--- config.mk ---
export PLATFORM = sky130hd
export DESIGN_NAME = dps_supervisor
export DESIGN_NICKNAME = d
export VERILOG_FILES = /design/src/verilog/dps_pkg.sv /design/src/verilog/dps_timer.sv /design/src/verilog/dps_sync.sv /design/src/verilog/dps_supervisor.sv
export VERILOG_INCLUDE_DIRS = /design/src /design/src/verilog
export SDC_FILE = /design/constraint.sdc
export NUM_CORES = 1
export LEC_CHECK = 0
export BUFFER_PORTS_ARGS = -buffer_cell sky130_fd_sc_hd__buf_2
export CORE_MARGIN = 5
export CORE_UTILIZATION = 30
export DETAILED_ROUTE_END_ITERATION = 10
export HOLD_SLACK_MARGIN = 0.1
export MAX_ROUTING_LAYER = met4
export PLACE_DENSITY_LB_ADDON = 0.12
export SETUP_SLACK_MARGIN = 0.5
export SLEW_MARGIN = 20
export SYNTH_ARGS = -nofsm -noshare
export SYNTH_HDL_FRONTEND = slang
export SYNTH_SLANG_ARGS = --single-unit
--- constraint.sdc ---
create_clock -name sys_clk -period 3 [get_ports sys_clk]
set_input_delay 0.6 -clock sys_clk [delete_from_list [all_inputs] [get_ports sys_clk]]
set_output_delay 0.6 -clock sys_clk [all_outputs]
set_load 0.01 [all_outputs]
--- src/verilog/dps_regs.svh ---
`ifndef DPS_REGS_SVH
`define DPS_REGS_SVH
// parallel role codes
`define DPS_ROLE_SINGLE        3'h0
`define DPS_ROLE_LEADER        3'h3
`define DPS_ROLE_FOLLOWER      3'h4
// response codes
`define DPS_RESP_NONE          2'h0
`define DPS_RESP_WARN          2'h1
`define DPS_RESP_FAULT         2'h2
`define DPS_RESP_COAST         2'h3
// quick stop indication codes
`define DPS_QS_WARN            2'h1
`define DPS_QS_FAULT           2'h2
// alarm output styles
`define DPS_STYLE_STATIC       2'h0
`define DPS_STYLE_TOGGLE       2'h1
`define DPS_STYLE_LATCH        2'h2
// timing: tick of 1 ms from 100 ns clock
`define DPS_TICK_NS            1000000
`define DPS_CLK_NS             100
`define DPS_TICK_CYCLES        (`DPS_TICK_NS / `DPS_CLK_NS)
`define DPS_PULSE_MS           1000
`define DPS_LZ_SLOW_MS         5000
`define DPS_LZ_FAST_MS         500
// analogue limits: ua, 0.01 % units
`define DPS_LZ_SLOW_UA         16'd3500
`define DPS_LZ_FAST_UA         16'd500
`define DPS_LZ_MIN_PCT         16'd1600
// encoder gating: 0.01 Hz and 0.1 % units
`define DPS_ENC_REF_CHZ        16'd100
`define DPS_ENC_TRQ_PMIL       16'd1000
// temperature stand-ins, signed 0.1 degC
`define DPS_TEMP_ABSENT        16'sd2000
`define DPS_TEMP_SHORT         -16'sd300
// fault codes
`define DPS_FCODE_CONTACTOR    8'h40
`endif

--- src/verilog/dps_pkg.sv ---
package dps_pkg;
   typedef logic [1:0] dps_resp_t;
   typedef logic [2:0] dps_role_t;
   typedef logic [2:0] dps_chsel_t;
   typedef enum logic [1:0] {
      DPS_CT_OPEN  = 2'b00,
      DPS_CT_WAIT  = 2'b01,
      DPS_CT_HELD  = 2'b10,
      DPS_CT_FAIL  = 2'b11
   } dps_ct_state_t;
endpackage

--- src/verilog/dps_timer.sv ---
`timescale 1ns/10ps
`default_nettype none
// counts ticks while cond holds; restarts when cond clears
module dps_timer #(
   parameter int W = 16
) (
   input  wire logic         sys_clk,
   input  wire logic         rst_n,
   input  wire logic         tick,
   input  wire logic         cond,
   input  wire logic [W-1:0] limit,
   output logic              expired
);
   logic [W-1:0] cnt_q;

   initial begin
      if (W < 2) $error("dps_timer width too small");
   end

   // tick counter, cleared when condition drops
   always_ff @(posedge sys_clk or negedge rst_n) begin
      if (!rst_n) begin
         cnt_q <= '0;
      end else if (!cond) begin
         cnt_q <= '0;
      end else if (tick && cnt_q < limit) begin
         cnt_q <= cnt_q + 1'b1;
      end
   end

   assign expired = cond && (cnt_q >= limit);
endmodule
`default_nettype wire

--- src/verilog/dps_sync.sv ---
`timescale 1ns/10ps
`default_nettype none
// two-flop synchroniser for pin inputs
module dps_sync #(
   parameter int W = 1
) (
   input  wire logic         sys_clk,
   input  wire logic         rst_n,
   input  wire logic [W-1:0] d,
   output logic      [W-1:0] q
);
   logic [W-1:0] s1_q;

   initial begin
      if (W < 1) $error("dps_sync width must be positive");
   end

   // first stage feeds only the second
   always_ff @(posedge sys_clk or negedge rst_n) begin
      if (!rst_n) begin
         s1_q <= '0;
         q    <= '0;
      end else begin
         s1_q <= d;
         q    <= s1_q;
      end
   end
endmodule
`default_nettype wire

--- src/verilog/dps_supervisor.sv ---
`include "dps_regs.svh"
`timescale 1ns/10ps
`default_nettype none
module dps_supervisor #(
   parameter int TICK_CYCLES = `DPS_TICK_CYCLES,
   parameter int TW          = 16
) (
   input  wire logic              sys_clk,
   input  wire logic              rst_n,
   // configuration
   input  wire dps_pkg::dps_role_t  parallel_role_select,
   input  wire dps_pkg::dps_resp_t  thermistor_resp,
   input  wire logic [TW-1:0]     coolant_loss_delay,
   input  wire dps_pkg::dps_resp_t  filter_temp_resp,
   input  wire logic [TW-1:0]     max_charge_time,
   input  wire logic              contactor_on_fault,
   input  wire logic [TW-1:0]     start_fault_delay,
   input  wire logic [1:0]        quick_stop_resp,
   input  wire logic signed [15:0] reactive_trip_limit,
   input  wire logic [TW-1:0]     contactor_ack_delay,
   input  wire dps_pkg::dps_resp_t  phase_loss_resp,
   input  wire logic [15:0]       ain_min_pct,
   input  wire dps_pkg::dps_resp_t  live_zero_resp,
   input  wire dps_pkg::dps_resp_t  encoder_resp,
   input  wire logic [1:0]        alarm_output_style,
   input  wire dps_pkg::dps_chsel_t temp_card1_inputs,
   input  wire dps_pkg::dps_resp_t  temp_resp,
   input  wire logic signed [15:0] temp_warn_limit,
   input  wire logic signed [15:0] temp_fault_limit,
   input  wire logic signed [15:0] temp_bus_value,
   input  wire logic              status_reset,
   // drive state and measurements (same clock)
   input  wire logic              run_cmd,
   input  wire logic              charging_active,
   input  wire logic              peer_running,
   input  wire logic signed [15:0] reactive_current,
   input  wire logic [15:0]       ain1_ua,
   input  wire logic [15:0]       ain2_ua,
   input  wire logic [15:0]       speed_ref_chz,
   input  wire logic [15:0]       torque_avail_pmil,
   input  wire logic [2:0]        temp_present,
   input  wire logic [2:0]        temp_short,
   input  wire logic signed [15:0] temp_ch0,
   input  wire logic signed [15:0] temp_ch1,
   input  wire logic signed [15:0] temp_ch2,
   // pins from outside
   input  wire logic              thermistor_trip_pin,
   input  wire logic              coolant_ok_pin,
   input  wire logic              filter_hot_pin,
   input  wire logic              quick_stop_pin,
   input  wire logic              phase_loss_pin,
   input  wire logic              contactor_ack_pin,
   input  wire logic              encoder_pulse_pin,
   // outputs
   output logic                   sync_leader_inverter,
   output logic                   sync_follower_inverter,
   output logic                   d2d_bus_enable,
   output logic                   contactor_close,
   output logic                   fault_active,
   output logic                   warning_active,
   output logic                   coast_stop,
   output logic                   ramp_stop,
   output logic                   open_loop_fallback,
   output logic                   alarm_out,
   output logic [7:0]             fault_code,
   output logic signed [15:0]     temp_max
);
   import dps_pkg::*;

   localparam int CW = $clog2(TICK_CYCLES + 1);
   localparam logic [TW-1:0] PULSE_T   = TW'(`DPS_PULSE_MS);
   localparam logic [TW-1:0] LZ_SLOW_T = TW'(`DPS_LZ_SLOW_MS);
   localparam logic [TW-1:0] LZ_FAST_T = TW'(`DPS_LZ_FAST_MS);
   localparam logic [TW-1:0] ENC_T     = TW'(`DPS_PULSE_MS);

   initial begin
      if (TICK_CYCLES < 1) $error("TICK_CYCLES must be at least 1");
      if (TW < 13) $error("TW too narrow for fixed timers");
   end

   // response decode: bit0 warn, bit1 fault, bit2 coast
   function automatic logic [2:0] resp_eval(input logic hit, input dps_resp_t r);
      logic [2:0] o;
      o = 3'b000;
      if (hit) begin
         unique case (r)
            `DPS_RESP_NONE:  o = 3'b000;
            `DPS_RESP_WARN:  o = 3'b001;
            `DPS_RESP_FAULT: o = 3'b010;
            `DPS_RESP_COAST: o = 3'b110;
         endcase
      end
      return o;
   endfunction

   // channel-set decode to mask
   function automatic logic [2:0] chan_mask(input dps_chsel_t s);
      logic [2:0] m;
      unique case (s)
         3'h1:    m = 3'b001;
         3'h2:    m = 3'b011;
         3'h3:    m = 3'b111;
         3'h4:    m = 3'b110;
         3'h5:    m = 3'b100;
         default: m = 3'b000;
      endcase
      return m;
   endfunction

   // channel value with absent/short substitution
   function automatic logic signed [15:0] chan_val(input logic pres, input logic sh,
                                                   input logic signed [15:0] v);
      logic signed [15:0] r;
      r = v;
      if (!pres) r = `DPS_TEMP_ABSENT;
      else if (sh) r = `DPS_TEMP_SHORT;
      return r;
   endfunction

   // pin synchronisers
   logic [6:0] pin_s;
   dps_sync #(.W(7)) u_sync (
      .sys_clk (sys_clk),
      .rst_n   (rst_n),
      .d       ({encoder_pulse_pin, contactor_ack_pin, phase_loss_pin, quick_stop_pin,
                 filter_hot_pin, ~coolant_ok_pin, thermistor_trip_pin}),
      .q       (pin_s)
   );
   wire therm_s = pin_s[0];
   wire cool_s  = ~pin_s[1]; // stored inverted so the reset value reads flow ok
   wire filt_s  = pin_s[2];
   wire qs_s    = pin_s[3];
   wire phase_s = pin_s[4];
   wire ack_s   = pin_s[5];
   wire enc_s   = pin_s[6];

   // internal tick
   logic [CW-1:0] div_q;
   logic          tick_q;
   always_ff @(posedge sys_clk or negedge rst_n) begin
      if (!rst_n) begin
         div_q  <= '0;
         tick_q <= 1'b0;
      end else if (div_q == CW'(TICK_CYCLES - 1)) begin
         div_q  <= '0;
         tick_q <= 1'b1;
      end else begin
         div_q  <= div_q + 1'b1;
         tick_q <= 1'b0;
      end
   end

   // parallel role decode
   always_ff @(posedge sys_clk or negedge rst_n) begin
      if (!rst_n) begin
         sync_leader_inverter   <= 1'b0;
         sync_follower_inverter <= 1'b0;
         d2d_bus_enable         <= 1'b0;
      end else begin
         sync_leader_inverter   <= parallel_role_select == `DPS_ROLE_LEADER;
         sync_follower_inverter <= parallel_role_select == `DPS_ROLE_FOLLOWER;
         d2d_bus_enable         <= parallel_role_select != `DPS_ROLE_SINGLE;
      end
   end
   wire paired = (parallel_role_select == `DPS_ROLE_LEADER) ||
                 (parallel_role_select == `DPS_ROLE_FOLLOWER);

   // contactor supervision state
   dps_ct_state_t ct_q;
   logic          any_fault;
   logic          ack_late;

   // timers
   logic cool_exp, chg_exp, start_exp, ack_exp, lz1s, lz1f, lz2s, lz2f, enc_exp;
   logic enc_seen_q, enc_prev_q;
   wire  enc_gate = run_cmd && speed_ref_chz > `DPS_ENC_REF_CHZ &&
                    torque_avail_pmil >= `DPS_ENC_TRQ_PMIL;
   wire  lz_on    = ain_min_pct > `DPS_LZ_MIN_PCT;

   dps_timer #(.W(TW)) u_cool (.sys_clk(sys_clk), .rst_n(rst_n), .tick(tick_q),
      .cond(!cool_s && run_cmd), .limit(coolant_loss_delay), .expired(cool_exp));
   dps_timer #(.W(TW)) u_chg (.sys_clk(sys_clk), .rst_n(rst_n), .tick(tick_q),
      .cond(charging_active), .limit(max_charge_time), .expired(chg_exp));
   dps_timer #(.W(TW)) u_start (.sys_clk(sys_clk), .rst_n(rst_n), .tick(tick_q),
      .cond(paired && run_cmd && !peer_running), .limit(start_fault_delay),
      .expired(start_exp));
   dps_timer #(.W(TW)) u_ack (.sys_clk(sys_clk), .rst_n(rst_n), .tick(tick_q),
      .cond(ct_q == DPS_CT_WAIT), .limit(contactor_ack_delay), .expired(ack_exp));
   dps_timer #(.W(TW)) u_lz1s (.sys_clk(sys_clk), .rst_n(rst_n), .tick(tick_q),
      .cond(lz_on && ain1_ua < `DPS_LZ_SLOW_UA), .limit(LZ_SLOW_T), .expired(lz1s));
   dps_timer #(.W(TW)) u_lz1f (.sys_clk(sys_clk), .rst_n(rst_n), .tick(tick_q),
      .cond(lz_on && ain1_ua < `DPS_LZ_FAST_UA), .limit(LZ_FAST_T), .expired(lz1f));
   dps_timer #(.W(TW)) u_lz2s (.sys_clk(sys_clk), .rst_n(rst_n), .tick(tick_q),
      .cond(lz_on && ain2_ua < `DPS_LZ_SLOW_UA), .limit(LZ_SLOW_T), .expired(lz2s));
   dps_timer #(.W(TW)) u_lz2f (.sys_clk(sys_clk), .rst_n(rst_n), .tick(tick_q),
      .cond(lz_on && ain2_ua < `DPS_LZ_FAST_UA), .limit(LZ_FAST_T), .expired(lz2f));
   dps_timer #(.W(TW)) u_enc (.sys_clk(sys_clk), .rst_n(rst_n), .tick(tick_q),
      .cond(enc_gate && !enc_seen_q), .limit(ENC_T), .expired(enc_exp));

   // encoder edge seen on the previous clock while gated; one-cycle flag that restarts the window
   always_ff @(posedge sys_clk or negedge rst_n) begin
      if (!rst_n) begin
         enc_prev_q <= 1'b0;
         enc_seen_q <= 1'b0;
      end else begin
         enc_prev_q <= enc_s;
         enc_seen_q <= (enc_s != enc_prev_q) && enc_gate;
      end
   end

   // contactor control sequence
   always_ff @(posedge sys_clk or negedge rst_n) begin
      if (!rst_n) begin
         ct_q <= DPS_CT_OPEN;
      end else begin
         unique case (ct_q)
            DPS_CT_OPEN: if (run_cmd && !(any_fault && contactor_on_fault)) ct_q <= DPS_CT_WAIT;
            DPS_CT_WAIT: begin
               if (ack_s) ct_q <= DPS_CT_HELD;
               else if (ack_exp) ct_q <= DPS_CT_FAIL;
            end
            DPS_CT_HELD: if (!run_cmd && !any_fault) ct_q <= DPS_CT_OPEN;
            DPS_CT_FAIL: if (status_reset) ct_q <= DPS_CT_OPEN;
         endcase
         if (any_fault && contactor_on_fault) ct_q <= (ct_q == DPS_CT_FAIL) ? DPS_CT_FAIL
                                                                         : DPS_CT_OPEN;
      end
   end
   assign ack_late = ct_q == DPS_CT_FAIL;

   // temperature selection and maximum
   logic signed [15:0] tv0, tv1, tv2, tmax_c;
   logic [2:0]         tmask;
   always_comb begin
      tmask  = chan_mask(temp_card1_inputs);
      tv0    = chan_val(temp_present[0], temp_short[0], temp_ch0);
      tv1    = chan_val(temp_present[1], temp_short[1], temp_ch1);
      tv2    = chan_val(temp_present[2], temp_short[2], temp_ch2);
      tmax_c = `DPS_TEMP_SHORT;
      if (tmask == 3'b000) tmax_c = temp_bus_value;
      if (tmask[0] && tv0 > tmax_c) tmax_c = tv0;
      if (tmask[1] && tv1 > tmax_c) tmax_c = tv1;
      if (tmask[2] && tv2 > tmax_c) tmax_c = tv2;
   end

   // per-source response vectors
   logic [2:0] r_therm, r_cool, r_filt, r_phase, r_lz, r_enc, r_tw, r_tf, r_qs, r_fix;
   logic [2:0] r_all;
   always_comb begin
      r_therm = resp_eval(therm_s, thermistor_resp);
      r_cool  = cool_exp ? 3'b110 : ((!cool_s && !run_cmd) ? 3'b001 : 3'b000);
      if (!cool_s && run_cmd && !cool_exp) r_cool = 3'b001;
      r_filt  = resp_eval(filt_s, filter_temp_resp);
      r_phase = resp_eval(phase_s, phase_loss_resp);
      r_lz    = resp_eval(lz1s | lz1f | lz2s | lz2f,
                          (live_zero_resp == `DPS_RESP_COAST) ? `DPS_RESP_FAULT : live_zero_resp);
      r_enc   = 3'b000;
      if (enc_exp) begin
         r_enc = (encoder_resp == `DPS_RESP_FAULT) ? 3'b010 :
                 (encoder_resp == `DPS_RESP_NONE) ? 3'b000 : 3'b001;
      end
      r_tw    = resp_eval(tmax_c > temp_warn_limit,
                          (temp_resp == `DPS_RESP_NONE) ? `DPS_RESP_NONE : `DPS_RESP_WARN);
      r_tf    = resp_eval(tmax_c > temp_fault_limit, temp_resp);
      r_qs    = 3'b000;
      if (qs_s) r_qs = (quick_stop_resp == `DPS_QS_FAULT) ? 3'b010 : 3'b001;
      r_fix   = {1'b0, chg_exp | start_exp | ack_late |
                 (reactive_current < reactive_trip_limit), 1'b0};
      r_all   = r_therm | r_cool | r_filt | r_phase | r_lz | r_enc | r_tw | r_tf | r_qs | r_fix;
   end

   // latched faults, live warnings
   logic fault_q, coast_q;
   always_ff @(posedge sys_clk or negedge rst_n) begin
      if (!rst_n) begin
         fault_q <= 1'b0;
         coast_q <= 1'b0;
      end else begin
         fault_q <= r_all[1] | (fault_q & ~status_reset); // set wins over reset
         coast_q <= r_all[2] | (coast_q & ~status_reset);
      end
   end
   assign any_fault = fault_q;

   // registered indication outputs
   always_ff @(posedge sys_clk or negedge rst_n) begin
      if (!rst_n) begin
         fault_active       <= 1'b0;
         warning_active     <= 1'b0;
         coast_stop         <= 1'b0;
         ramp_stop          <= 1'b0;
         open_loop_fallback <= 1'b0;
         contactor_close    <= 1'b0;
         fault_code         <= 8'h00;
         temp_max           <= 16'sh0000;
      end else begin
         fault_active       <= fault_q;
         warning_active     <= r_all[0];
         coast_stop         <= coast_q;
         ramp_stop          <= (fault_q & ~coast_q) | qs_s;
         open_loop_fallback <= enc_exp && encoder_resp == `DPS_RESP_COAST;
         contactor_close    <= ct_q != DPS_CT_OPEN && !(any_fault && contactor_on_fault);
         fault_code         <= ack_late ? `DPS_FCODE_CONTACTOR : 8'h00;
         temp_max           <= tmax_c;
      end
   end

   // alarm output styles
   wire          alarm_now = fault_q | r_all[0];
   logic         alarm_prev_q, pulse_run_q, latch_q;
   logic [TW-1:0] pulse_cnt_q;
   wire          new_alarm = alarm_now & ~alarm_prev_q;
   always_ff @(posedge sys_clk or negedge rst_n) begin
      if (!rst_n) begin
         alarm_prev_q <= 1'b0;
         pulse_run_q  <= 1'b0;
         pulse_cnt_q  <= '0;
         latch_q      <= 1'b0;
         alarm_out    <= 1'b0;
      end else begin
         alarm_prev_q <= alarm_now;
         if (new_alarm) begin
            pulse_run_q <= 1'b1;
            pulse_cnt_q <= '0;
         end else if (pulse_run_q && tick_q) begin
            pulse_cnt_q <= pulse_cnt_q + 1'b1;
            if (pulse_cnt_q == PULSE_T - 1'b1) pulse_run_q <= 1'b0;
         end
         latch_q <= new_alarm | (latch_q & ~status_reset);
         unique case (alarm_output_style)
            `DPS_STYLE_TOGGLE: alarm_out <= pulse_run_q | new_alarm;
            `DPS_STYLE_LATCH:  alarm_out <= latch_q | new_alarm;
            default:           alarm_out <= alarm_now;
         endcase
      end
   end
endmodule
`default_nettype wire

==> impl_results.md, run 1 <==
- Status: complete, but fails checks
- Violated checks: negative setup slack
- Maximum fanout along the worst path: 8
- Hold Path End: u_sync.s1_q[3]
- Hold path start: quick_stop_pin
- # setup viols final: 39
- Fmax: 110.7 MHz
- Design area: 23400 um^2
- PnR Total Power: 0.01027 W
- R2R depth: 10
- Crit path max-delay cell type: or4_4
- DRC viols: 0
- Met2 WL: 24580 um
- CTS root buf: clkbuf_16
- Die H: 236.9 um
- Die area: 56100 um^2
- Final Max Tran Viols: 0
- Combinational family with the most area after synthesis: simple AND/OR/NAND/NOR gates
- Predominant post-synthesis flop cell: dfrtp_1
- WL met3: 2204 um
- Synth warnings: 0
- Met1 WL: 22060 um
- Post-Layout Cell Count: 3107
- DRT iter0 DRCs: 668
- Post-synth EDFFs: 0
- Worst Tran Pin Value: 0.8719 ns
- Area delta synth->final: 51.54%
- Top Layer Used: met4
- Post-placement cell count: 2960
- Largest net degree at the start of global routing: 60
- Netlist Area Pre-Place: 15440 um^2
- CTS tree: done
- Asr flop ratio synth: 100.0%
- VDD IR-drop max: 0.4185 mV
- Clock latency at the later pin of the worst-skew pair: 0.57 ns
- Leakage: 11.13 nW
- CTS buffer count: 29
- Pwr Density: 438.9 nW/um^2
- DP Worst Slack: -6.953 ns
- R2R Setup Slk: 0.01 ns
- Count of input and output buffers: 333
- Max incr delay on CP: 0.53 ns
- Remaining antenna violation count: 0
- HP Class: in -> reg
- MaxCap Viol Count: 0
- Setup ws final: -6.032 ns
- Seq/Total Area, Yosys: 36.47%
- Clock Path Buffers: 3
- Placed cell areas: 20150 um^2
- RSZ-0062 raised after global routing: yes
- Drt pass-1 iters: 5
- Reg-to-reg startpoint: u_cool.cnt_q[9]
- I/O Pins: 348
- DR vias: 14.81k
- Simple-gate portion of the synthesized area: 21.10%
- Layout Skew: 0.01751 ns
- Worst Hold Path Cells: 1
- Cells after Synth: 1750
- Flops & latches, synth: 225
- GR Util All Layers: 17.40%
- Synth Area in Adders: 14.42%
- Synth Area in XOR/XNOR: 6.410%
- Final Cycle Share: 301.1%
- Endpoints failing hold: 0
- Cell variety after synth: 75
- Mux cell area share after synthesis: 2.374%
- Final #Nets: 2892
- Hpwl dp: 39200 um
- Core Box Area: 51200 um^2
- R2R Path End: pulse_cnt_q[14]
- Crit Path Class: in -> reg
- Endpoint type of the worst setup path: flop
- Die Wd: 236.9 um
- Starting Density: 30.16%
- Compound-Gate Fraction of Synth Area: 13.01%
- Min Tclk post-route: 9.032 ns
- Drt via density: 4.765
- Post-DR wirelength/cell: 16.23 um
- Layout cell share with drive strength beyond 1: 38.26%
- GRT Residual Overflow: 0
- GPL Wtd Cong: 0.8880
- First-pass GRT wire length: 77850 um
- Initial antenna violation count: 4
- CP required: 3.50 ns
- Sum of negative setup slack: -201.22 ns
- Reg clk slew, reported paths: 0.06 ns
- CP Launch Type: input port
- Crit path DAT: 9.53 ns
- Clock Sink Count: 225
- H-tree Lvls: 1
- Final WL: 50420 um
- Max-slew headroom: 41.43%
- Row Count: 83
- Avg Cell Area, Syn: 8.823 um^2
- Vias in the first global route: 15.07k
layer usage:
| layer | vias up | GRT usage, % |
|---|---|---|
| li1 | 7398 | - |
| met1 | 7043 | 21.77 |
| met2 | 284 | 29.22 |
| met3 | 81 | 2.842 |
| met4 | 0 | 4.915 |
| met5 | - | - |
through the flow:
step	hold WS [ns]	utilization [%]
final	0.1404	45.70
after global routing	0.1033	45.70
after CTS	0.1001	43.73
after detailed placement	0.3363	39.37
after global placement	0.3341	39.37
after floorplan	0.3044	-
critical path, delay by kind of cell:
family,cells,cell delay [ns]
AO/OA/AOI/OAI,19,2.88
AND/OR/NAND/NOR,10,2.38
buffers and inverters,15,1.90
adder cells (fa/ha/maj),5,1.25
multiplexers,2,0.50
synth_stat cells, types with 17 or more instances:
cell | count | area, um^2
nor3_1 | 37 | 185.2
a21oi_1 | 78 | 390.4
clkbuf_1 | 31 | 116.4
nor2_1 | 221 | 829.6
o21a_1 | 21 | 157.7
xnor2_1 | 57 | 499.2
nand3_1 | 67 | 335.3
mux2i_1 | 22 | 220.2
inv_1 | 197 | 739.5
nand2b_1 | 18 | 112.6
a31oi_1 | 18 | 112.6
o21ai_0 | 49 | 245.2
nor4_1 | 20 | 125.1
and3_1 | 28 | 175.2
o211ai_1 | 17 | 127.6
dfrtp_1 | 225 | 5630
xor2_1 | 56 | 490.5
nor2b_1 | 19 | 118.9
ha_1 | 178 | 2227
nand4_1 | 50 | 312.8
a21o_1 | 35 | 262.8
nand2_1 | 99 | 371.6
power breakdown:
group          switching [W]  internal (W)
registers           0.000158       0.00323
logic                0.00138       0.00155
clock network        0.00142       0.00253
total                0.00296       0.00731
cells by family (layout without fill, tap and decap cells):
logic type	Yosys count	after routing
AOI/OAI and AO/OA	309	310
xor gates and xnor gates	113	113
adders and majority gates	178	178
buffers and inverters	241	906
DFF	225	225
muxes	35	35
other	1	11
and+or+nand+nor	648	649
worst max path at each step:
stage | startpoint | endpoint | slack [ns]
after floorplan | temp_card1_inputs[1] | pulse_cnt_q[12] | -6.17
final | temp_card1_inputs[1] | pulse_cnt_q[14] | -6.03
after CTS | temp_card1_inputs[2] | pulse_cnt_q[14] | -5.90
after global placement | temp_card1_inputs[1] | pulse_cnt_q[14] | -6.72
after detailed placement | temp_card1_inputs[1] | pulse_cnt_q[10] | -6.95
after global routing | temp_card1_inputs[1] | pulse_cnt_q[13] | -6.38
placed cells by master (no fill, tap or decap), types with 19 or more instances in the layout:
| master | synthesis | final |
|---|---|---|
| buf_4 | 7 | 246 |
| xnor2_1 | 57 | 55 |
| ha_1 | 178 | 139 |
| ha_4 | 0 | 39 |
| a21oi_1 | 78 | 59 |
| o21ai_0 | 49 | 44 |
| xor2_1 | 56 | 56 |
| nand4_1 | 50 | 50 |
| nand2_1 | 99 | 93 |
| buf_6 | 1 | 56 |
| clkbuf_16 | 0 | 30 |
| inv_1 | 197 | 191 |
| buf_2 | 1 | 331 |
| nor3_1 | 37 | 27 |
| a21o_1 | 35 | 35 |
| nand3_1 | 67 | 60 |
| o21a_1 | 21 | 19 |
| nor2_1 | 221 | 206 |
| and3_1 | 28 | 24 |
| dfrtp_1 | 225 | 221 |
repair_timing:
item                                    CTS  global route
endpoints found under the hold margin    55             0
resized for setup                       127           128
cloned                                    5             2
hold buffers                              2             0
buffers inserted                         41            39
endpoints found under the setup margin   70           100
pin swaps                                57            88
layout make-up:
type                       count  area (um^2)
clock buffer                  37        815.8
inverter                     199        779.5
multi-input combinational   1292        10500
tap                          680        850.8
timing repair buffer         653         4524
fill                        4946        27800
clock inverter                17        282.8
antenna                        4        10.01
sequential                   225         5635
Note: power is estimated with default switching activity, not from simulation.
==> run 2, diff against run 1 <==
--- a/config.mk
+++ b/config.mk
@@ -7,6 +7,7 @@
 export NUM_CORES = 1
 export LEC_CHECK = 0
 export BUFFER_PORTS_ARGS = -buffer_cell sky130_fd_sc_hd__buf_2
+export CORE_ASPECT_RATIO = 0.75
 export CORE_MARGIN = 5
 export CORE_UTILIZATION = 30
 export DETAILED_ROUTE_END_ITERATION = 10
==> run 2 against run 1 <==
Effect of this change: the run still ends with negative setup slack left; non-clock buffer count down 31; via count down 2.1%; die area about the same; clock power down 19%; power down 9.0%; clock skew up 0.0076 ns; critical path type unchanged; critical endpoint is now pulse_cnt_q[15]; highest routed layer unchanged.
==> impl_results.md, run 2 (synthesis results as in run 1) <==
- MaxCap Viol Count: 0 (unchanged)
- Final Cycle Share: 304.0% (+2.9 points)
- Endpoints failing hold: 0 (unchanged)
- Die Wd: 272.0 um (+15%)
- Max incr delay on CP: 0.55 ns (+0.02 ns)
- VDD IR-drop max: 0.3738 mV (-11%)
- Final Max Tran Viols: 0 (unchanged)
- DRT iter0 DRCs: 551 (-18%)
- GR Util All Layers: 17.76% (+0.37 points)
- H-tree Lvls: 1 (unchanged)
- CP most frequent cell: buf_6
- CTS tree: done
- Most common cell after layout, fill and taps aside: buf_2
- HP Class: in -> reg
- Placed cell areas: 19970 um^2 (-0.91%)
- PnR Total Power: 0.009349 W (-9.0%)
- Crit Path Class: in -> reg
- Clock Sink Count: 225 (unchanged)
- Core Box Area: 51260 um^2 (+0.12%)
- # setup viols final: 39 (unchanged)
- CP Launch Type: input port
- GPL Wtd Cong: 0.8648 (-2.6%)
- Clock Path Buffers: 3 (unchanged)
- CP required: 3.48 ns (-0.02 ns)
- Largest net degree at the start of global routing: 73 (+22%)
- Layout cell share with drive strength beyond 1: 38.15% (-0.11 points)
- Setup ws final: -6.119 ns (-0.08681 ns)
- Drt via density: 4.740 (-0.53%)
- Max-slew headroom: 53.34% (+12 points)
- Sum of negative setup slack: -202.52 ns (-1.301 ns)
- Crit path buffers/inverters: 11 (-4)
- Vias in the first global route: 14.82k (-1.7%)
- Starting Density: 30.12% (-0.036 points)
- Reg clk slew, reported paths: 0.06 ns (about the same)
- Design area: 22800 um^2 (-2.6%)
- DR vias: 14.49k (-2.1%)
- I/O Pins: 348 (unchanged)
- Violated checks: negative setup slack
- First-pass GRT wire length: 78710 um (+1.1%)
- Die area: 56150 um^2 (about the same)
- CTS root buf: clkbuf_16
- DRC viols: 0 (unchanged)
- Min Tclk post-route: 9.119 ns (+0.08681 ns)
- Area delta synth->final: 47.64%
- Pwr Density: 410.1 nW/um^2 (-6.6%)
- RSZ-0062 raised after global routing: yes
- Initial antenna violation count: 9 (+5)
- Remaining antenna violation count: 0 (unchanged)
- CP top delay family: simple AND/OR/NAND/NOR gates
- Crit path max-delay cell type: or4_4
- Drt pass-1 iters: 5 (unchanged)
- CTS buffer count: 26 (-10%)
- GRT Residual Overflow: 0 (unchanged)
- Final WL: 50420 um (about the same)
- Worst Tran Pin Value: 0.6966 ns (-0.1753 ns)
- Row Count: 72 (-13%)
- Final #Nets: 2857 (-1.2%)
- Count of input and output buffers: 333 (unchanged)
- Status: complete, but fails checks
- Leakage: 10.81 nW (-2.9%)
- Die H: 206.5 um (-13%)
- Commonest non-fill, non-tap cells in the layout: buf_2 (332), buf_4 (242), dfrtp_1 (218), nor2_1 (206), inv_1 (191)
- Crit path DAT: 9.60 ns (+0.07 ns)
- Clock latency at the later pin of the worst-skew pair: 0.55 ns (-0.02 ns)
- Endpoint type of the worst setup path: flop
- Post-DR wirelength/cell: 16.49 um (+1.6%)
- Hpwl dp: 39500 um (+0.77%)
- Maximum fanout along the worst path: 8 (unchanged)
- Layout Skew: 0.02516 ns (+0.007648 ns)
- DP Worst Slack: -7.137 ns (-0.1839 ns)
- Fmax: 109.7 MHz (-0.95%)
## run 2: cell count changes in the layout (fill, tap and decap cells not counted), moves of 5 or more
cell and delta:
nor3_1 -6, nor3_2 +5, buf_6 -19, ha_2 +6, buf_12 -6, ha_1 -6, bufinv_16 -5
## run 2: layer usage
layer / GRT usage, % / vias to the layer above / part of all wire [%] / wire length [um]
li1: - / 7329 / - / -
met1: 25.01 / 6833 / 50 / 25230
met2: 26.91 / 278 / 44 / 22150
met3: 3.099 / 51 / 4.0 / 2022
met4: 3.948 / 0 / 2.0 / 1018
met5: - / - / 0 / 0
## run 2: worst paths after layout
kind / from / end / slack, ns / cells after the start
worst max register to register: u_cool.cnt_q[11] / pulse_cnt_q[15] / -0.03 / 10
worst min register to register: u_sync.s1_q[0] / u_sync.q[0] / 0.35 / 0
min in group asynchronous: rst_n / u_chg.cnt_q[13] / 0.56 / 2
worst max-delay path: temp_card1_inputs[1] / pulse_cnt_q[15] / -6.12 / 47
worst min-delay path: contactor_ack_pin / u_sync.s1_q[5] / 0.17 / 1
max in group asynchronous: rst_n / u_lz1f.cnt_q[15] / 1.59 / 3
## run 2: repair_timing
action,in CTS,in global routing
setup buffers,29,40
hold buffers,1,0
hold endpoints to repair,52,0
setup endpoints to repair,72,106
gates cloned,2,2
gates resized for setup,101,157
pin swaps,42,91
## run 2: per-stage QoR
stage / hold slack [ns] / std cells / util, %
2_1_floorplan: 0.3044 / 1756 / -
3_3_place_gp: 0.3381 / 2929 / 38.96
3_5_place_dp: 0.3358 / 2929 / 38.96
4_1_cts: 0.1291 / 3007 / 42.11
5_1_grt: 0.1381 / 3057 / 44.47
6_report: 0.1674 / 3057 / 44.47
## run 2: area by class of cell
cell class	count	area, um^2
antenna	8	20.02
clock buffer	36	738.2
clock inverter	10	120.1
fill	5033	28460
inverter	199	779.5
multi-input combinational	1291	10570
sequential	225	5639
tap	666	833.3
timing repair buffer	622	4100
## run 2: power breakdown
part / internal [W] / total [W] / leakage [nW] / switching, W
registers: 0.00323 / 0.00340 / 2.95 / 0.000173
logic: 0.00139 / 0.00274 / 7.45 / 0.00134
clock network: 0.00189 / 0.00321 / 0.418 / 0.00132
## run 2: worst register-to-register path, stage by stage (launching register included)
cell,delay [ns]
dfrtp_1,0.41
ha_4,0.28
nand4_1,0.14
or4_4,0.54
a31o_1,0.20
nand3_1,0.12
a21boi_0,0.17
or4_4,0.58
o21a_4,0.26
buf_12,0.17
nor2_4,0.10
